**config.mk**
```make
export PLATFORM = sky130hd
export DESIGN_NAME = intc_ctrl
export DESIGN_NICKNAME = d
export VERILOG_FILES = /design/src/intc_pkg.sv /design/src/sticky_flag.sv /design/src/ext_edge_detect.sv /design/src/intc_ctrl.sv
export VERILOG_INCLUDE_DIRS = /design/src
export SDC_FILE = /design/constraint.sdc
export NUM_CORES = 1
export LEC_CHECK = 0
export ABC_AREA = 1
export BUFFER_PORTS_ARGS = -buffer_cell sky130_fd_sc_hd__buf_4
export CORE_UTILIZATION = 50
export DETAILED_ROUTE_END_ITERATION = 10
export GPL_TIMING_DRIVEN = 0
export PLACE_DENSITY = 0.85
export SETUP_SLACK_MARGIN = 0.02
export SYNTH_ARGS = -nofsm -noshare
export SYNTH_HDL_FRONTEND = slang
export SYNTH_SLANG_ARGS = --single-unit
```
**constraint.sdc**
```tcl
create_clock -name clk -period 2.4 [get_ports clk]
set_input_delay 0.48 -clock clk [delete_from_list [all_inputs] [get_ports clk]]
set_output_delay 0.48 -clock clk [all_outputs]
set_load 0.01 [all_outputs]
```
**src/intc_defines.svh**
```systemverilog
// Offsets, field positions, reset values and widths of the trap and
// interrupt control registers. Definitions only; include by bare name.
`ifndef INTC_DEFINES_SVH
`define INTC_DEFINES_SVH

// Register bus geometry
`define INTC_ADDR_W 4
`define INTC_DATA_W 16

// Register offsets
`define INTC_TRAP_FLAGS_OFFSET 4'h0
`define INTC_GLOBAL_EDGE_OFFSET 4'h2
`define INTC_PRIORITY_OFFSET 4'h4

// Trap flags and nesting register fields
`define INTC_NESTING_DISABLE_BIT 15
`define INTC_ACC_A_OVF_BIT 14
`define INTC_ACC_B_OVF_BIT 13
`define INTC_ACC_A_CAT_BIT 12
`define INTC_ACC_B_CAT_BIT 11
`define INTC_ACC_A_TE_BIT 10
`define INTC_ACC_B_TE_BIT 9
`define INTC_CAT_TE_BIT 8
`define INTC_SHIFT_ERR_BIT 7
`define INTC_DIV_ZERO_BIT 6
`define INTC_MATH_ERR_BIT 4
`define INTC_ADDR_ERR_BIT 3
`define INTC_STACK_ERR_BIT 2
`define INTC_OSC_FAIL_BIT 1

// Global enable and edge select register fields
`define INTC_GLOBAL_EN_BIT 15
`define INTC_TIMED_IRQ_DISABLE_ACTIVE_BIT 14
`define INTC_SW_TRAP_BIT 13
`define INTC_ALT_VECTOR_BIT 8
`define INTC_POLARITY_LSB 0

// Priority register field
`define INTC_LEVEL_LSB 0

// Reset values
`define INTC_GLOBAL_EN_RESET 1'b1
`define INTC_CONTROL_RESET 1'b0
`define INTC_LEVEL_RESET 3'h0
`define INTC_DEPTH_RESET 3'h0
`define INTC_POLARITY_RESET 3'h0

// Counts
`define INTC_TRAP_FLAG_COUNT 10
`define INTC_EXT_IRQ_COUNT 3

`endif

```
**src/intc_pkg.sv**
```systemverilog
// Types shared by the interrupt and trap control block.
// Assumes intc_defines.svh is on the include path.
`include "intc_defines.svh"

package intc_pkg;

  typedef logic [`INTC_DATA_W-1:0] word_type;
  typedef logic [`INTC_ADDR_W-1:0] addr_type;
  typedef logic [2:0] level_type;
  typedef logic [`INTC_EXT_IRQ_COUNT-1:0] ext_vec_type;
  typedef logic [`INTC_TRAP_FLAG_COUNT-1:0] trap_vec_type;

endpackage : intc_pkg

```
**src/sticky_flag.sv**
```systemverilog
// One trap status flag: hardware sets it, software writes it.
// Assumes the set event and the write come from logic on clk.
`timescale 1ns/1ps
`default_nettype none

module sticky_flag
(
  input wire logic clk,
  input wire logic srst,
  input wire logic set_event,
  input wire logic wr_en,
  input wire logic wr_value,
  output var logic flag
);

  // A set arriving with a software clear wins, so no event is lost
  always_ff @(posedge clk)
  begin
    if (srst)
      flag <= 1'b0;
    else if (set_event)
      flag <= 1'b1;
    else if (wr_en)
      flag <= wr_value;
  end

endmodule : sticky_flag

`default_nettype wire

```
**src/ext_edge_detect.sv**
```systemverilog
// Edge detector for one external interrupt pin with selectable polarity.
// Assumes the pin is asynchronous to clk; it passes two flip-flops first.
`timescale 1ns/1ps
`default_nettype none

module ext_edge_detect
(
  input wire logic clk,
  input wire logic srst,
  input wire logic pin,
  input wire logic falling_sel,
  output var logic edge_pulse
);

  logic sync_a;
  logic sync_b;
  logic prev;

  // Two-stage synchroniser; only sync_b is looked at
  always_ff @(posedge clk)
  begin
    if (srst)
    begin
      sync_a <= 1'b0;
      sync_b <= 1'b0;
      prev <= 1'b0;
    end
    else
    begin
      sync_a <= pin;
      sync_b <= sync_a;
      prev <= sync_b;
    end
  end

  // Polarity 1 picks a falling edge, 0 a rising edge
  always_ff @(posedge clk)
  begin
    if (srst)
      edge_pulse <= 1'b0;
    else if (falling_sel)
      edge_pulse <= prev & ~sync_b;
    else
      edge_pulse <= ~prev & sync_b;
  end

endmodule : ext_edge_detect

`default_nettype wire

```
**src/intc_ctrl.sv**
```systemverilog
// Interrupt and trap control registers with trap flag capture,
// interrupt acceptance, nesting control and external edge detection.
// Assumes the core, its math unit and peripherals run on clk; the
// external interrupt pins are asynchronous.
//
// Functional notes
// - Nesting disabled blocks preemption of running handler
// - Accumulator A overflow trap sets its flag
// - Accumulator B overflow trap sets its flag
// - Accumulator A catastrophic overflow sets its flag
// - Accumulator B catastrophic overflow sets its flag
// - Per-accumulator enables gate overflow traps
// - One enable gates both catastrophic overflow traps
// - Invalid shift math trap sets shift flag
// - Divide by zero math trap sets flag
// - Math error flag records a math trap
// - Address error trap sets its flag
// - Stack error trap sets its flag
// - Oscillator failure trap sets its flag
// - Global enable gates interrupts, not traps; resets 1
// - Timed disable status bit reads active state
// - Software trap bit enables software trap
// - Alternate table bit selects vector table
// - Polarity bit picks falling or rising edge
// - Unimplemented bits read as zero
// - Priority level read-only while nesting disabled
`timescale 1ns/1ps
`default_nettype none

module intc_ctrl
  import intc_pkg::*;
(
  input wire logic clk,
  input wire logic srst,
  // Register port
  input wire logic [`INTC_ADDR_W-1:0] reg_addr,
  input wire logic [`INTC_DATA_W-1:0] reg_wdata,
  input wire logic reg_wr,
  input wire logic reg_rd,
  output var logic [`INTC_DATA_W-1:0] reg_rdata,
  // Trap causes from the core, one-cycle pulses
  input wire logic acc_a_overflow_event,
  input wire logic acc_b_overflow_event,
  input wire logic acc_a_catastrophic_event,
  input wire logic acc_b_catastrophic_event,
  input wire logic shift_error_event,
  input wire logic divide_zero_event,
  input wire logic address_error_event,
  input wire logic stack_error_event,
  input wire logic osc_failure_event,
  // Core status
  input wire logic timed_irq_disable_active_in_effect,
  input wire logic handler_return,
  input wire logic [2:0] return_level,
  // Pending peripheral interrupt, already gated by its own enable
  input wire logic periph_irq_pending,
  input wire logic [2:0] periph_irq_level,
  // External interrupt pins
  input wire logic [`INTC_EXT_IRQ_COUNT-1:0] ext_irq_pin,
  // Results
  output var logic trap_take,
  output var logic irq_take,
  output var logic alt_vector_table,
  output var logic [2:0] cpu_priority_level,
  output var logic [`INTC_EXT_IRQ_COUNT-1:0] ext_irq_edge
);

  // Control bits
  logic nesting_disable;
  logic acc_a_overflow_trap_enable;
  logic acc_b_overflow_trap_enable;
  logic catastrophic_trap_enable;
  logic global_irq_enable;
  logic software_trap_control;
  logic [`INTC_EXT_IRQ_COUNT-1:0] ext_irq_polarity;
  logic [2:0] handler_depth;

  // Decoded writes
  logic wr_trap_flags;
  logic wr_global_edge;
  logic wr_priority;

  // Trap event and flag vectors, index 9 down to 0:
  // acc A ovf, acc B ovf, acc A cat, acc B cat, shift, div0,
  // math, address, stack, oscillator
  logic [`INTC_TRAP_FLAG_COUNT-1:0] trap_event;
  logic [`INTC_TRAP_FLAG_COUNT-1:0] trap_flag;
  logic [`INTC_TRAP_FLAG_COUNT-1:0] trap_wr_value;
  logic sw_trap_rise;
  logic next_irq_accept;

  assign wr_trap_flags = reg_wr && (reg_addr == `INTC_TRAP_FLAGS_OFFSET);
  assign wr_global_edge = reg_wr && (reg_addr == `INTC_GLOBAL_EDGE_OFFSET);
  assign wr_priority = reg_wr && (reg_addr == `INTC_PRIORITY_OFFSET);

  // Overflow traps only count when their enable is on
  assign trap_event[9] = acc_a_overflow_event & acc_a_overflow_trap_enable;
  assign trap_event[8] = acc_b_overflow_event & acc_b_overflow_trap_enable;
  assign trap_event[7] = acc_a_catastrophic_event & catastrophic_trap_enable;
  assign trap_event[6] = acc_b_catastrophic_event & catastrophic_trap_enable;
  assign trap_event[5] = shift_error_event;
  assign trap_event[4] = divide_zero_event;
  assign trap_event[3] = shift_error_event | divide_zero_event;
  assign trap_event[2] = address_error_event;
  assign trap_event[1] = stack_error_event;
  assign trap_event[0] = osc_failure_event;

  assign trap_wr_value = {reg_wdata[`INTC_ACC_A_OVF_BIT], reg_wdata[`INTC_ACC_B_OVF_BIT],
                          reg_wdata[`INTC_ACC_A_CAT_BIT], reg_wdata[`INTC_ACC_B_CAT_BIT],
                          reg_wdata[`INTC_SHIFT_ERR_BIT], reg_wdata[`INTC_DIV_ZERO_BIT],
                          reg_wdata[`INTC_MATH_ERR_BIT], reg_wdata[`INTC_ADDR_ERR_BIT],
                          reg_wdata[`INTC_STACK_ERR_BIT], reg_wdata[`INTC_OSC_FAIL_BIT]};

  // One sticky flag per trap cause; the set wins over a software write
  genvar gi;
  generate
    for (gi = 0; gi < `INTC_TRAP_FLAG_COUNT; gi++)
    begin : g_flag
      sticky_flag u_flag
      (
        .clk(clk),
        .srst(srst),
        .set_event(trap_event[gi]),
        .wr_en(wr_trap_flags),
        .wr_value(trap_wr_value[gi]),
        .flag(trap_flag[gi])
      );
    end
  endgenerate

  // External pin edge detectors, polarity per pin
  generate
    for (gi = 0; gi < `INTC_EXT_IRQ_COUNT; gi++)
    begin : g_ext
      ext_edge_detect u_edge
      (
        .clk(clk),
        .srst(srst),
        .pin(ext_irq_pin[gi]),
        .falling_sel(ext_irq_polarity[gi]),
        .edge_pulse(ext_irq_edge[gi])
      );
    end
  endgenerate

  // Control bits of the trap flags register
  always_ff @(posedge clk)
  begin
    if (srst)
    begin
      nesting_disable <= `INTC_CONTROL_RESET;
      acc_a_overflow_trap_enable <= `INTC_CONTROL_RESET;
      acc_b_overflow_trap_enable <= `INTC_CONTROL_RESET;
      catastrophic_trap_enable <= `INTC_CONTROL_RESET;
    end
    else if (wr_trap_flags)
    begin
      nesting_disable <= reg_wdata[`INTC_NESTING_DISABLE_BIT];
      acc_a_overflow_trap_enable <= reg_wdata[`INTC_ACC_A_TE_BIT];
      acc_b_overflow_trap_enable <= reg_wdata[`INTC_ACC_B_TE_BIT];
      catastrophic_trap_enable <= reg_wdata[`INTC_CAT_TE_BIT];
    end
  end

  // Global enable and edge select register; global enable resets to 1
  always_ff @(posedge clk)
  begin
    if (srst)
    begin
      global_irq_enable <= `INTC_GLOBAL_EN_RESET;
      software_trap_control <= `INTC_CONTROL_RESET;
      alt_vector_table <= `INTC_CONTROL_RESET;
      ext_irq_polarity <= `INTC_POLARITY_RESET;
    end
    else if (wr_global_edge)
    begin
      global_irq_enable <= reg_wdata[`INTC_GLOBAL_EN_BIT];
      software_trap_control <= reg_wdata[`INTC_SW_TRAP_BIT];
      alt_vector_table <= reg_wdata[`INTC_ALT_VECTOR_BIT];
      ext_irq_polarity <= reg_wdata[`INTC_POLARITY_LSB +: `INTC_EXT_IRQ_COUNT];
    end
  end

  // Software trap fires once when its enable goes from 0 to 1
  assign sw_trap_rise = wr_global_edge && reg_wdata[`INTC_SW_TRAP_BIT] && !software_trap_control;

  // Traps ignore the global enable and the timed disable
  always_ff @(posedge clk)
  begin
    if (srst)
      trap_take <= 1'b0;
    else
      trap_take <= (|trap_event) | sw_trap_rise;
  end

  // Accept only a higher level, never while a timed disable runs, and
  // never into a running handler when nesting is off
  assign next_irq_accept = global_irq_enable && periph_irq_pending && !timed_irq_disable_active_in_effect
                           && (periph_irq_level > cpu_priority_level)
                           && !(nesting_disable && (handler_depth != 3'h0))
                           && !irq_take;

  always_ff @(posedge clk)
  begin
    if (srst)
      irq_take <= 1'b0;
    else
      irq_take <= next_irq_accept;
  end

  // Handler depth; saturates so a runaway nest cannot wrap to zero
  always_ff @(posedge clk)
  begin
    if (srst)
      handler_depth <= `INTC_DEPTH_RESET;
    else if (next_irq_accept && !handler_return && handler_depth != 3'h7)
      handler_depth <= handler_depth + 3'h1;
    else if (handler_return && !next_irq_accept && handler_depth != 3'h0)
      handler_depth <= handler_depth - 3'h1;
  end

  // Priority level: hardware entry and return first, software writes
  // are dropped while nesting is disabled
  always_ff @(posedge clk)
  begin
    if (srst)
      cpu_priority_level <= `INTC_LEVEL_RESET;
    else if (next_irq_accept)
      cpu_priority_level <= periph_irq_level;
    else if (handler_return)
      cpu_priority_level <= return_level;
    else if (wr_priority && !nesting_disable)
      cpu_priority_level <= reg_wdata[`INTC_LEVEL_LSB +: 3];
  end

  // Read data valid only in the cycle after the strobe; zero otherwise
  always_ff @(posedge clk)
  begin
    if (srst)
      reg_rdata <= '0;
    else if (!reg_rd)
      reg_rdata <= '0;
    else
    begin
      reg_rdata <= '0;
      case (reg_addr)
        `INTC_TRAP_FLAGS_OFFSET:
        begin
          reg_rdata[`INTC_NESTING_DISABLE_BIT] <= nesting_disable;
          reg_rdata[`INTC_ACC_A_OVF_BIT] <= trap_flag[9];
          reg_rdata[`INTC_ACC_B_OVF_BIT] <= trap_flag[8];
          reg_rdata[`INTC_ACC_A_CAT_BIT] <= trap_flag[7];
          reg_rdata[`INTC_ACC_B_CAT_BIT] <= trap_flag[6];
          reg_rdata[`INTC_ACC_A_TE_BIT] <= acc_a_overflow_trap_enable;
          reg_rdata[`INTC_ACC_B_TE_BIT] <= acc_b_overflow_trap_enable;
          reg_rdata[`INTC_CAT_TE_BIT] <= catastrophic_trap_enable;
          reg_rdata[`INTC_SHIFT_ERR_BIT] <= trap_flag[5];
          reg_rdata[`INTC_DIV_ZERO_BIT] <= trap_flag[4];
          reg_rdata[`INTC_MATH_ERR_BIT] <= trap_flag[3];
          reg_rdata[`INTC_ADDR_ERR_BIT] <= trap_flag[2];
          reg_rdata[`INTC_STACK_ERR_BIT] <= trap_flag[1];
          reg_rdata[`INTC_OSC_FAIL_BIT] <= trap_flag[0];
        end
        `INTC_GLOBAL_EDGE_OFFSET:
        begin
          reg_rdata[`INTC_GLOBAL_EN_BIT] <= global_irq_enable;
          reg_rdata[`INTC_TIMED_IRQ_DISABLE_ACTIVE_BIT] <= timed_irq_disable_active_in_effect;
          reg_rdata[`INTC_SW_TRAP_BIT] <= software_trap_control;
          reg_rdata[`INTC_ALT_VECTOR_BIT] <= alt_vector_table;
          reg_rdata[`INTC_POLARITY_LSB +: `INTC_EXT_IRQ_COUNT] <= ext_irq_polarity;
        end
        `INTC_PRIORITY_OFFSET:
          reg_rdata[`INTC_LEVEL_LSB +: 3] <= cpu_priority_level;
        default:
          reg_rdata <= '0;
      endcase
    end
  end

  // Checks

  chk_nest_block: assert property (@(posedge clk) disable iff (srst)
    (nesting_disable && handler_depth != 3'h0) |=> !irq_take)
    else $error("interrupt taken into running handler with nesting off");

  chk_ovf_a_flag: assert property (@(posedge clk) disable iff (srst)
    (acc_a_overflow_event && acc_a_overflow_trap_enable) |=> (trap_flag[9] && trap_take))
    else $error("acc A overflow did not set flag and trap");

  chk_ovf_b_flag: assert property (@(posedge clk) disable iff (srst)
    (acc_b_overflow_event && acc_b_overflow_trap_enable) |=> (trap_flag[8] && trap_take))
    else $error("acc B overflow did not set flag and trap");

  chk_cat_flags: assert property (@(posedge clk) disable iff (srst)
    (catastrophic_trap_enable && (acc_a_catastrophic_event || acc_b_catastrophic_event))
    |=> ((trap_flag[7] || trap_flag[6]) && trap_take))
    else $error("catastrophic overflow did not set a flag");

  chk_ovf_gated: assert property (@(posedge clk) disable iff (srst)
    (!acc_a_overflow_trap_enable && !trap_flag[9] && !wr_trap_flags) |=> !trap_flag[9])
    else $error("acc A overflow flag set while its trap is disabled");

  chk_math_flags: assert property (@(posedge clk) disable iff (srst)
    (shift_error_event || divide_zero_event)
    |=> (trap_flag[3] && trap_take && (trap_flag[5] || trap_flag[4])))
    else $error("math error cause did not set its flags");

  chk_sys_flags: assert property (@(posedge clk) disable iff (srst)
    (address_error_event || stack_error_event || osc_failure_event)
    |=> ((trap_flag[2] || trap_flag[1] || trap_flag[0]) && trap_take))
    else $error("system trap did not set its flag");

  chk_global_gate: assert property (@(posedge clk) disable iff (srst)
    !global_irq_enable |=> !irq_take)
    else $error("interrupt taken with global enable off");

  // Only the cycle right after a write-free cycle is judged; a write one
  // cycle later may clear legally
  chk_sticky_hold: assert property (@(posedge clk) disable iff (srst)
    !wr_trap_flags |=> ((trap_flag & $past(trap_flag)) == $past(trap_flag)))
    else $error("trap flag dropped without a write");

  chk_level_lock: assert property (@(posedge clk) disable iff (srst)
    (wr_priority && nesting_disable && !next_irq_accept && !handler_return)
    |=> $stable(cpu_priority_level))
    else $error("priority level changed by software while nesting off");

  chk_read_zero: assert property (@(posedge clk) disable iff (srst)
    (reg_rd && reg_addr == `INTC_GLOBAL_EDGE_OFFSET) |=> (reg_rdata[12:9] == 4'h0
    && reg_rdata[7:3] == 5'h00))
    else $error("unimplemented bits read nonzero");

  chk_edge_lag: assert property (@(posedge clk) disable iff (srst)
    (wr_global_edge && !reg_wdata[`INTC_POLARITY_LSB]) ##1 (!ext_irq_pin[0]) [*4]
    |=> !ext_irq_edge[0])
    else $error("rising polarity pin 0 pulsed while pin stayed low");

endmodule : intc_ctrl

`default_nettype wire

```
# ---- After elaboration in Yosys (flattened, before gate mapping)
# Index checks and enable logic that the tools add are counted.
dict set report op_classes {
  addsub 2
  magnitude_cmp 1
  n_eq_ne 3
  mux 32
  bitwise_logic 20
  reduce_logical 40
}
# cell n
set op_table {}
lappend op_table {{$mux W1} 23}
lappend op_table {{$reduce_bool A2 Y1} 11}
lappend op_table {{$logic_and A1 B1 Y1} 16}
lappend op_table {{$mux W3} 5}
lappend op_table {{$and A1 B1 Y1} 10}
lappend op_table {{$reduce_or A10 Y1} 1}
lappend op_table {{$not A1 Y1} 8}
lappend op_table {{$logic_not A1 Y1} 7}
lappend op_table {{$pmux W2 S3} 1}
lappend op_table {{$pmux W3 S2} 1}
lappend op_table {{$reduce_bool A3 Y1} 2}
lappend op_table {{$eq A4 B2 Y1 const B} 1}
lappend op_table {{$eq A4 B3 Y1 const B} 1}
lappend op_table {{$logic_not A4 Y1} 1}
lappend op_table {{$pmux W1 S2} 2}
lappend op_table {{$add A3 B1 Y3 const B} 1}
lappend op_table {{$gt A3 B3 Y1} 1}
lappend op_table {{$ne A3 B3 Y1 const B} 1}
lappend op_table {{$reduce_or A3 Y1} 1}
lappend op_table {{$sub A3 B1 Y3 const B} 1}
lappend op_table {{$or A1 B1 Y1} 2}
lappend op_table {{$reduce_or A2 Y1} 1}
dict set report totals {
  register_bits 56
  in_bits 45
  output_inout_bits 25
  elab_cells 135
}

# ---- Logic depth before layout (Yosys ltp)
# Gate-level depths: netlist of the first run.
dict set report logic_depth {
  word_depth 10
  depth_mapped 12
  mapped_depth_nobuf 12
}

# ---- Cells and area by module
# Synthesis of the first run repeated with hierarchy kept, for this count alone.
dict set report hier_totals {
  cells_unflattened 355
  hier_area_um2 2423.6
}
# mod instances cells_each area_each_um2 seq_area_each_um2
set modules_own_cells {}
lappend modules_own_cells {intc_ctrl 1 221 1559.0 660.6}
lappend modules_own_cells {sticky_flag 10 8 46.3 20.0}
lappend modules_own_cells {ext_edge_detect 3 18 133.9 80.1}

# ---- Least setup slack after synthesis of the first run
# No wires, ideal clock.
dict set report synth_timing {
  path_type {input-to-reg}
  startpoint {in periph_irq_level[2]}
  endpoint {reg handler_depth[2]}
  setup_ps 115
  t_arrival_ps 1904
  required_ps 2285
  slack_ps 381
  stages 10
  n_path_buf 0
  cell_sequence {ha_1 > nand3_1 > nand3_1 > nor2_1 > nand3_1 > fa_1 > inv_1 > nand4_1 > a21oi_1 > nor2_1}
}
dict set report synth_via {
  elab_chain_len 8
  word_cells_on_any_way 11
  classes_between {order compare: 1; mux: 1; reduce/logical: 9}
}
# element line_no
set synth_lines {}
lappend synth_lines {{from (decl)} intc_ctrl.sv:57} ;# input wire logic [2:0] periph_irq_level,
lappend synth_lines {{$gt A3 B3 Y1 *} intc_ctrl.sv:199} ;# && (periph_irq_level > cpu_priority_level)
lappend synth_lines {{$logic_and A1 B1 Y1 *} intc_ctrl.sv:199}
lappend synth_lines {{$logic_and A1 B1 Y1 *} intc_ctrl.sv:200} ;# && !(nesting_disable && (handler_depth != 3'h0))
lappend synth_lines {{$logic_and A1 B1 Y1 *} intc_ctrl.sv:201} ;# && !irq_take;
lappend synth_lines {{$logic_not A1 Y1} intc_ctrl.sv:218} ;# else if (handler_return && !next_irq_accept && handler_depth != 3'h0)
lappend synth_lines {{$logic_and A1 B1 Y1 (2 in series)} intc_ctrl.sv:218}
lappend synth_lines {{$reduce_bool A2 Y1 (no line)} --}
lappend synth_lines {{to (signal assigned)} intc_ctrl.sv:215} ;# handler_depth <= `INTC_DEPTH_RESET;
lappend synth_lines {{to (signal assigned)} intc_ctrl.sv:217} ;# handler_depth <= handler_depth + 3'h1;
lappend synth_lines {{to (signal assigned)} intc_ctrl.sv:219} ;# handler_depth <= handler_depth - 3'h1;
lappend synth_lines {{to (decl)} intc_ctrl.sv:76} ;# logic [2:0] handler_depth;
# Mark *: on every way between the ends. The rest lies on a longest branch, timed or not.
# A chain may end at the register's enable or synchronous reset.

# ---- Worst setup path in the final report of the first run
dict set report layout_timing {
  startpoint {reg cpu_priority_level[2]}
  endpoint {reg handler_depth[2]}
}
dict set report layout_via {
  elab_chain_len 8
  word_cells_on_any_way 11
  classes_between {order compare: 1; mux: 1; reduce/logical: 9}
}
# element line_no
set layout_lines {}
lappend layout_lines {{from (decl)} intc_ctrl.sv:64} ;# output var logic [2:0] cpu_priority_level,
lappend layout_lines {{from (signal assigned)} intc_ctrl.sv:227} ;# cpu_priority_level <= `INTC_LEVEL_RESET;
lappend layout_lines {{from (signal assigned)} intc_ctrl.sv:229} ;# cpu_priority_level <= periph_irq_level;
lappend layout_lines {{from (signal assigned)} intc_ctrl.sv:231} ;# cpu_priority_level <= return_level;
lappend layout_lines {{$gt A3 B3 Y1 *} intc_ctrl.sv:199}
lappend layout_lines {{$logic_and A1 B1 Y1 *} intc_ctrl.sv:199}
lappend layout_lines {{$logic_and A1 B1 Y1 *} intc_ctrl.sv:200}
lappend layout_lines {{$logic_and A1 B1 Y1 *} intc_ctrl.sv:201}
lappend layout_lines {{$logic_not A1 Y1} intc_ctrl.sv:218}
lappend layout_lines {{$logic_and A1 B1 Y1 (2 in series)} intc_ctrl.sv:218}
lappend layout_lines {{$reduce_bool A2 Y1 (no line)} --}
# Marks and branches as above.

==> metrics.yaml, run 1 <==
grt:
  antenna_found_initial: 0
  overflow: 0
  grt_max_degree: 19
  grt.met2_usage_pct: 40.2
  use_met3_pct: 5.23
  grt_pass1_wl_mm: 9.11
  grt_usage_pct: 24.0
  grt_busiest_layer: "met2"
  met1_usage_pct: 29.7
  grt_pass1_vias: 2020
pwr:
  p_per_area_nw_per_um2: 620
  ir_drop_mv: 0.423
  leakagePower_nw: 1.40
sta:
  drv_slew: 0
  rsz0062_at_grt: "false"
  hold_violations: 0
  fmax_ghz: 0.464
  setup_viol: 0
  finalCritPeriodShare_pct: 89.7
  period_minus_slack_ps: 2150
  clock_skew_ps: 8.25
  setup_tns_ps: 0
critical_path:
  required_ps: 2610
  crit_arrival_ps: 2370
  r2r_cells: 11
  cpMostUsedCell: "nand3_1"
  path_max_fanout: 4
  ff2ff_setup_slack_ps: 250
  critPathLaunchType: "register"
  slowest_stage: "fa_1"
  timing.rr.end: "handler_depth[2]"
  cp-end-kind: "register"
  cpPeakStageDelay_ps: 430
  crit_type: "register to register"
  path_cells: "inv_1 > ha_1 > nand3_1 > nand3_1 > nor2_1 > nand3_1 > fa_1 > inv_1 > nand4_1 > a21oi_1 > nor2_1"
  r2r-start: "cpu_priority_level[2]"
clocking:
  cts_setup_buffers: 0
  clock_latency_ps: 310
  hold_buffers: 0
  ctsResizeCount: 0
  cts_root_buf: "clkbuf_8"
  clk_pin_slew_ps: 100
  cts_buffers: 5
  htreeDepth: 2
  cts_tree: "yes"
  cts_buffer_depth: 2
  cts_sinks: 55
route:
  dr.pass1.iters: 5
  wl_per_cell_um: 12.2
  postRouteWirelength_mm: 5.23
  drt_iter0_drc: 157
  via_per_inst: 4.96
  drc: 0
  final_antenna_net_count: 0
  vias: 2133
synth:
  synth_area_per_cell_sq_um: 7.47
  synth_compound_area_share_pct: 12.1
  synth-edff-count: 0
  synth-simple-area-share_pct: 25.7
  syn_inst: 304
  synth_mux_area_share_pct: 0
  synth_flop_cell: "dfxtp_1"
  yosys_warnings: 0
  synth-async-reset-ratio_pct: 0
  synthesis.nets: 353
  synth-seq-cells: 55
  synth_top_family_by_area: "simple AND/OR/NAND/NOR gates"
  synth_xor_area_share_pct: 0
  ys_types: 28
  synthAdderAreaFrac_pct: 2.53
  synth_area_sq_um: 2270
  ys_seq_area_share_pct: 48.5
cells_and_area:
  fillCellCount: 386
  post-route-util_pct: 67.2
  drive_above_1_share_pct: 27.0
  diodes: 0
  syn_to_final_growth_pct: 28.7
  nets: 426
floorplanning:
  die_h_um: 69.4
  core_area_sq_um: 4350
  start_util_pct: 52.2
  die-area_sq_um: 4820
  io_pins: 70
  fp.dieW_um: 69.4
  rows: 24
run_status:
  outcome: "finished, final reports clean"
worst_hold_path:
  hold_depth: 3
  hp-start: "ext_irq_pin[1]"
  hold_path.class: "input port to register"
  holdPathEnd: "g_ext[1].u_edge.sync_a"
placed_design:
  gp_congestion: 0.888
  numPortBuffers: 66
  dp_hpwl_mm: 3.99
flow_run:
  maxCapViolations: 0
## synthesized netlist by cell type (3+ instances only)
cell type / instances / area [sq um]
a21oi_1: 31 / 155
a31oi_1: 3 / 18.8
buf_4: 5 / 37.5
dfxtp_1: 55 / 1100
ha_1: 3 / 37.5
inv_1: 44 / 165
inv_2: 5 / 18.8
nand2_1: 53 / 199
nand2_2: 7 / 43.8
nand3_1: 20 / 100
nand4_1: 3 / 18.8
nor2_1: 40 / 150
nor2_2: 4 / 25.0
o21ai_0: 11 / 55.1
o21ai_1: 4 / 20.0
## where the power goes
group | switching (W) | internal [W] | total, W
combinational | 0.000172 | 0.000138 | 0.000310
clock | 0.000307 | 0.000212 | 0.000518
sequential | 0.0000307 | 0.000955 | 0.000986
## metal layers
| layer | wire, um | vias to the layer above | share of wire (%) |
|---|---|---|---|
| met3 | 338 | 12 | 6.5 |
| met5 | 0 | - | 0 |
| met4 | 131 | 0 | 2.5 |
| met2 | 2580 | 72 | 49 |
| met1 | 2180 | 954 | 42 |
| li1 | - | 1095 | - |
## final cells by class
cell class / count / area, sq um / share of cell area (%)
Timing Repair Buffer: 66 / 495 / 16.9
Buffer: 10 / 62.6 / 2.14
Multi-Input combinational cell: 189 / 921 / 31.5
Tap cell: 52 / 65.1 / 2.23
Clock inverter: 3 / 22.5 / 0.770
Clock buffer: 5 / 68.8 / 2.35
Sequential cell: 55 / 1100 / 37.7
Inverter: 50 / 188 / 6.42
## sequential cells by signal, indices dropped and copies added, names as in the netlist
| register | cells |
|---|---|
| nesting_disable | 1 |
| g_ext.u_edge.sync_a | 3 |
| catastrophic_trap_enable | 1 |
| acc_b_overflow_trap_enable | 1 |
| g_flag.u_flag.flag | 10 |
| alt_vector_table | 1 |
| global_irq_enable | 1 |
| g_ext.u_edge.prev | 3 |
| handler_depth | 3 |
| cpu_priority_level | 3 |
| g_ext.u_edge.sync_b | 3 |
| g_ext.u_edge.edge_pulse | 3 |
| ext_irq_polarity | 3 |
| trap_take | 1 |
| irq_take | 1 |
| acc_a_overflow_trap_enable | 1 |
| software_trap_control | 1 |
| reg_rdata | 15 |
## metrics by stage
stage / setup WS [ps] / total power (W) / instance area (sq um) / hold WS (ps) / std cells
finish: 247 / 0.00181 / 2920 / 360 / 430
global route: 47.4 / 0.00191 / 2920 / 357 / 430
CTS: 253 / 0.00182 / 2920 / 358 / 430
detailed placement: 58.5 / 0.00131 / 2830 / 396 / 422
global placement: 157 / 0.00130 / 2830 / 389 / 422
floorplan: 381 / 0.00119 / 2270 / 388 / 304
## kinds of logic (layout without fill, tap and decap cells)
| kind of cell | after synthesis | in the layout |
|---|---|---|
| other | 1 | 1 |
| flip-flops | 55 | 55 |
| buffers and inverters | 60 | 134 |
| adder cells (fa/ha/maj) | 4 | 4 |
| AND/OR/NAND/NOR | 132 | 132 |
| AO/OA/AOI/OAI | 52 | 52 |
## placed cells by master (no fill, tap or decap), drive strengths merged
cell,instances
nand3,21
nand4,3
dfxtp,55
nand2,60
o21ai,15
clkinv,2
a31oi,3
a21oi,32
conb,1
or2,1
ha,3
o221ai,2
nor3,1
clkbuf,8
inv,51
buf,73
nor2,45
fa,1
nand3b,1
## how the worst max path moves through the flow
stage                          startpoint          endpoint  slack, ps
global placement      periph_irq_level[2]  handler_depth[2]        160
detailed placement    periph_irq_level[2]  handler_depth[2]         60
global route        cpu_priority_level[2]  handler_depth[2]         50
CTS                 cpu_priority_level[2]  handler_depth[2]        250
finish              cpu_priority_level[2]  handler_depth[2]        250
floorplan             periph_irq_level[2]  handler_depth[2]        380
## critical path: cells and delay by family (launching register included)
family | cells | cell delay, ps
flops | 1 | 340
simple gates | 6 | 660
compound gates | 1 | 150
fa+ha+maj | 2 | 760
buf+inv | 2 | 150
No activity file was read; power rests on OpenSTA's default activity.
==> run 2, diff against run 1 <==
--- a/config.mk
+++ b/config.mk
@@ -8,10 +8,11 @@
 export LEC_CHECK = 0
 export ABC_AREA = 1
 export BUFFER_PORTS_ARGS = -buffer_cell sky130_fd_sc_hd__buf_4
-export CORE_UTILIZATION = 50
+export CORE_UTILIZATION = 53
+export CTS_BUF_LIST = sky130_fd_sc_hd__clkbuf_8
 export DETAILED_ROUTE_END_ITERATION = 10
 export GPL_TIMING_DRIVEN = 0
-export PLACE_DENSITY = 0.85
+export PLACE_DENSITY = 0.89
 export SETUP_SLACK_MARGIN = 0.02
 export SYNTH_ARGS = -nofsm -noshare
 export SYNTH_HDL_FRONTEND = slang
==> metrics.yaml, run 2 (synthesis results as in run 1) <==
cells_and_area:
  syn_to_final_growth_pct: 28.5
  drive_above_1_share_pct: 26.7
  nets: 426
  largestRegisters: "reg_rdata (15), g_flag.u_flag.flag (10)"
  diodes: 0
  finalInstanceArea_sq_um: 2920
  final_cell_mix: "buf_4, dfxtp_1, nand2_1"
  final_common_cell: "buf_4"
  top_register: "reg_rdata"
  largest_reg_flops: 15
  fillCellCount: 322
critical_path:
  cpMostUsedCell: "nand3_1"
  slowest_stage: "fa_1"
  critPathLaunch: "cpu_priority_level[2]"
  path_max_fanout: 4
  path_cells: "inv_1 > ha_1 > nand3_1 > nand3_1 > nor2_1 > nand3_1 > fa_1 > inv_1 > nand4_1 > a21oi_1 > nor2_1"
  r2r-start: "cpu_priority_level[2]"
  r2r_cells: 11
  timing.rr.end: "handler_depth[2]"
  ff2ff_setup_slack_ps: 340
  crit_arrival_ps: 2260
  endpoint: "handler_depth[2]"
  required_ps: 2600
  cp-end-kind: "register"
  crit_type: "register to register"
  cpPeakStageDelay_ps: 400
  critPathLaunchType: "register"
placed_design:
  gp_congestion: 0.907
  dp_hpwl_mm: 4.08
  numPortBuffers: 66
  place_area_sq_um: 2830
clocking:
  clock_latency_ps: 310
  cts_setup_buffers: 0
  cts_buffers: 5
  hold_buffers: 0
  clk_pin_slew_ps: 100
  cts_root_buf: "clkbuf_8"
  cts_buffer_depth: 2
  cts_tree: "yes"
  ctsResizeCount: 0
  htreeDepth: 2
  cts_sinks: 55
sta:
  setup_viol: 0
  rsz0062_at_grt: "false"
  hold_violations: 0
  clock_skew_ps: 10.3
  whs_ps: 373
  drv_slew: 0
  finalCritPeriodShare_pct: 85.6
  worst_pin_slew_ps: 520
  setup_tns_ps: 0
  period_minus_slack_ps: 2060
  slew_headroom_pct: 65.3
  fmax_ghz: 0.486
route:
  vias: 2131
  via_per_inst: 4.98
  drt_iter0_drc: 211
  postRouteWirelength_mm: 5.36
  final_antenna_net_count: 0
  drc: 0
  dr.pass1.iters: 4
  wl_per_cell_um: 12.5
floorplanning:
  io_pins: 70
  die_h_um: 67.5
  die-area_sq_um: 4550
  fp.dieW_um: 67.5
  start_util_pct: 56.0
  rows: 23
  core_area_sq_um: 4060
grt:
  overflow: 0
  grt_pass1_wl_mm: 8.70
  grt_pass1_vias: 1991
  grt_usage_pct: 25.8
  grt_max_degree: 18
  antenna_found_initial: 0
run_status:
  outcome: "finished, final reports clean"
pwr:
  total_power_w: 0.00180
  p_per_area_nw_per_um2: 616
  ir_drop_mv: 0.494
  leakagePower_nw: 1.40
flow_run:
  maxCapViolations: 0
worst_hold_path:
  hold_path.class: "input port to register"
-- run 2: changes by cell type in the layout (fill, tap and decap cells not counted) --
cell / change
inv_6: -2
clkinv_2: -1
clkinv_4: +2
inv_1: +1
-- run 2: worst max-delay path, delay by kind of cell (launching register included) --
family          cells  cell delay [ps]
fa+ha+maj           2              720
simple gates        6              620
flops               1              340
buf+inv             2              140
compound gates      1              140
-- run 2: final cells by class --
| class | count | area (sq um) | area share, % |
|---|---|---|---|
| buffer | 10 | 62.6 | 2.14 |
| clock buffer | 5 | 68.8 | 2.36 |
| clock inverter | 3 | 21.3 | 0.728 |
| inverter | 50 | 188 | 6.43 |
| multi-input combinational | 189 | 921 | 31.5 |
| sequential | 55 | 1100 | 37.7 |
| tap | 50 | 62.6 | 2.14 |
| timing repair buffer | 66 | 495 | 17.0 |
-- run 2: report_power, final --
group	switching [W]	total, W	internal, W	leakage [nW]
combinational	0.000170	0.000308	0.000138	0.905
sequential	0.0000313	0.000986	0.000955	0.449
clock	0.000298	0.000504	0.000206	0.0495
-- run 2: routing by layer --
| metal | track usage [%] | up-vias | part of all wire, % |
|---|---|---|---|
| met5 | 0 | - | 0 |
| met4 | 11.7 | 0 | 1.8 |
| met2 | 42.6 | 63 | 50 |
| met3 | 6.25 | 12 | 5.5 |
| li1 | - | 1095 | - |
| met1 | 31.4 | 961 | 43 |
-- run 2: how the worst min path moves through the flow --
| stage | cells after the start | slack [ps] | end | start |
|---|---|---|---|---|
| 2_1_floorplan | 2 | 390 | g_ext[0].u_edge.sync_b | g_ext[0].u_edge.sync_a |
| 3_3_place_gp | 2 | 390 | g_ext[0].u_edge.sync_b | g_ext[0].u_edge.sync_a |
| 3_5_place_dp | 2 | 400 | g_ext[0].u_edge.sync_b | g_ext[0].u_edge.sync_a |
| 4_1_cts | 3 | 370 | g_ext[2].u_edge.sync_a | ext_irq_pin[2] |
| 5_1_grt | 3 | 370 | g_ext[2].u_edge.sync_a | ext_irq_pin[2] |
| 6_report | 3 | 370 | g_ext[2].u_edge.sync_a | ext_irq_pin[2] |
-- run 2: stage by stage --
stage	std cells	setup slack, ps	util, %
floorplan	304	381	-
global placement	420	154	69.8
detailed placement	420	131	69.8
CTS	428	325	72.0
global route	428	197	72.0
finish	428	344	72.0
==> run 3, diff against run 2 <==
--- a/config.mk
+++ b/config.mk
@@ -8,11 +8,11 @@
 export LEC_CHECK = 0
 export ABC_AREA = 1
 export BUFFER_PORTS_ARGS = -buffer_cell sky130_fd_sc_hd__buf_4
-export CORE_UTILIZATION = 53
-export CTS_BUF_LIST = sky130_fd_sc_hd__clkbuf_8
+export CORE_UTILIZATION = 50
+export CTS_BUF_LIST = sky130_fd_sc_hd__clkbuf_16
 export DETAILED_ROUTE_END_ITERATION = 10
 export GPL_TIMING_DRIVEN = 0
-export PLACE_DENSITY = 0.89
+export PLACE_DENSITY = 0.85
 export SETUP_SLACK_MARGIN = 0.02
 export SYNTH_ARGS = -nofsm -noshare
 export SYNTH_HDL_FRONTEND = slang
==> metrics.yaml, run 3 (synthesis results as in run 1) <==
cells_and_area:
  stdcell_count: 430
  largestRegisters: "reg_rdata (15), g_flag.u_flag.flag (10)"
  syn_to_final_growth_pct: 31.2
  largest_reg_flops: 15
  nets: 426
  diodes: 0
  top_register: "reg_rdata"
  final_common_cell: "buf_4"
  final_cell_mix: "buf_4, dfxtp_1, nand2_1"
  fillCellCount: 364
  drive_above_1_share_pct: 27.0
critical_path:
  path_cells: "inv_1 > ha_1 > nand3_1 > nand3_1 > nor2_1 > nand3_1 > fa_1 > inv_1 > nand4_1 > a21oi_1 > nor2_1"
  cpMostUsedCell: "nand3_1"
  cp_top_family: "adder cells"
  worst-path-buf-inv: 2
  crit_arrival_ps: 2370
  critPathLaunchType: "register"
  required_ps: 2590
  crit_type: "register to register"
  slowest_stage: "fa_1"
  cp-end-kind: "register"
  cpPeakStageDelay_ps: 430
  path_max_fanout: 4
sta:
  rsz0062_at_grt: "false"
  period_minus_slack_ps: 2180
  whs_ps: 381
  drv_slew: 0
  fmax_ghz: 0.459
  setup_viol: 0
  hold_violations: 0
  setup_tns_ps: 0
  finalCritPeriodShare_pct: 90.7
  clock_skew_ps: 3.71
  postLayoutSetupSlackWorst_ps: 223
grt:
  grt_busiest_layer: "met2"
  grt.met2_usage_pct: 42.4
  grt_pass1_vias: 2049
  met1_usage_pct: 30.0
  overflow: 0
  use_met3_pct: 3.63
  grt_max_degree: 19
  antenna_found_initial: 0
  grt_pass1_wl_mm: 9.21
  grt_usage_pct: 24.1
pwr:
  combPwrFrac_pct: 15.4
  p_seq_share_pct: 48.5
  swShare_pct: 26.9
  leakagePower_nw: 1.43
  internal-power_w: 0.00149
  p_per_area_nw_per_um2: 682
  clockPowerShare_pct: 36.1
  ir_drop_mv: 0.434
  p_switching_w: 0.000547
  total_power_w: 0.00203
clocking:
  htreeDepth: 2
  clk_pin_slew_ps: 70
  cts_buffers: 5
  cts_root_buf: "clkbuf_16"
  clock_latency_ps: 300
  cts_sinks: 55
  cts_tree: "yes"
  hold_buffers: 0
  cts_setup_buffers: 0
  cts_buffer_depth: 2
  ctsResizeCount: 0
floorplanning:
  io_pins: 70
  die_h_um: 69.4
  die-area_sq_um: 4820
  rows: 24
  core_area_sq_um: 4350
  fp.dieW_um: 69.4
  start_util_pct: 52.2
run_status:
  outcome: "finished, final reports clean"
route:
  vias: 2163
  postRouteWirelength_mm: 5.33
  drt_iter0_drc: 188
  final_antenna_net_count: 0
  wl_per_cell_um: 12.4
  dr.pass1.iters: 4
  via_per_inst: 5.03
  drc: 0
placed_design:
  post-place-ws_ps: 58.5
  dp_hpwl_mm: 3.99
  numPortBuffers: 66
  gp_congestion: 0.888
  dp_cells: 422
worst_hold_path:
  hold_path.class: "input port to register"
flow_run:
  maxCapViolations: 0
## run 3: worst register-to-register path, stage by stage, from the launching register on
cell     delay (ps)
dfxtp_1         330
inv_1            80
ha_1            320
nand3_1         110
nand3_1          70
nor2_1          150
nand3_1         160
fa_1            430
inv_1            80
nand4_1         120
a21oi_1         160
nor2_1           60
## run 3: layout make-up
| cell class | count | area [sq um] | share of cell area, % |
|---|---|---|---|
| flip-flops and latches | 55 | 1100 | 36.9 |
| multi-input cells | 189 | 921 | 30.9 |
| plain buffers | 10 | 62.6 | 2.10 |
| clock buffers | 5 | 125 | 4.20 |
| repair buffers | 66 | 495 | 16.6 |
| inverters | 50 | 188 | 6.30 |
| clock inverters | 3 | 22.5 | 0.756 |
| well taps | 52 | 65.1 | 2.18 |
## run 3: worst paths after layout
kind	start	end	slack, ps	cells after the start
worst min-delay path	ext_irq_pin[1]	g_ext[1].u_edge.sync_a	380	3
worst max register to register	cpu_priority_level[2]	handler_depth[2]	220	11
worst max-delay path	cpu_priority_level[2]	handler_depth[2]	220	11
worst min register to register	g_ext[0].u_edge.sync_a	g_ext[0].u_edge.sync_b	400	2
## run 3: layer usage
layer / vias to the layer above / wire, um
met3: 8 / 291
met2: 66 / 2730
met5: - / 0
met1: 993 / 2230
li1: 1096 / -
met4: 0 / 76
## run 3: per-stage QoR
| step | instance area [sq um] | utilization [%] |
|---|---|---|
| 2_1_floorplan | 2270 | - |
| 3_3_place_gp | 2830 | 65.1 |
| 3_5_place_dp | 2830 | 65.1 |
| 4_1_cts | 2980 | 68.4 |
| 5_1_grt | 2980 | 68.4 |
| 6_report | 2980 | 68.4 |
## run 3: power groups by stage
stage	Combinational, W	Clock (W)	Sequential (W)
3_5_place_dp	0.000307	0	0.00101
5_1_grt	0.000354	0.000772	0.000990
4_1_cts	0.000313	0.000738	0.000986
6_report	0.000314	0.000733	0.000986
3_3_place_gp	0.000294	0	0.00101
2_1_floorplan	0.000187	0	0.00101
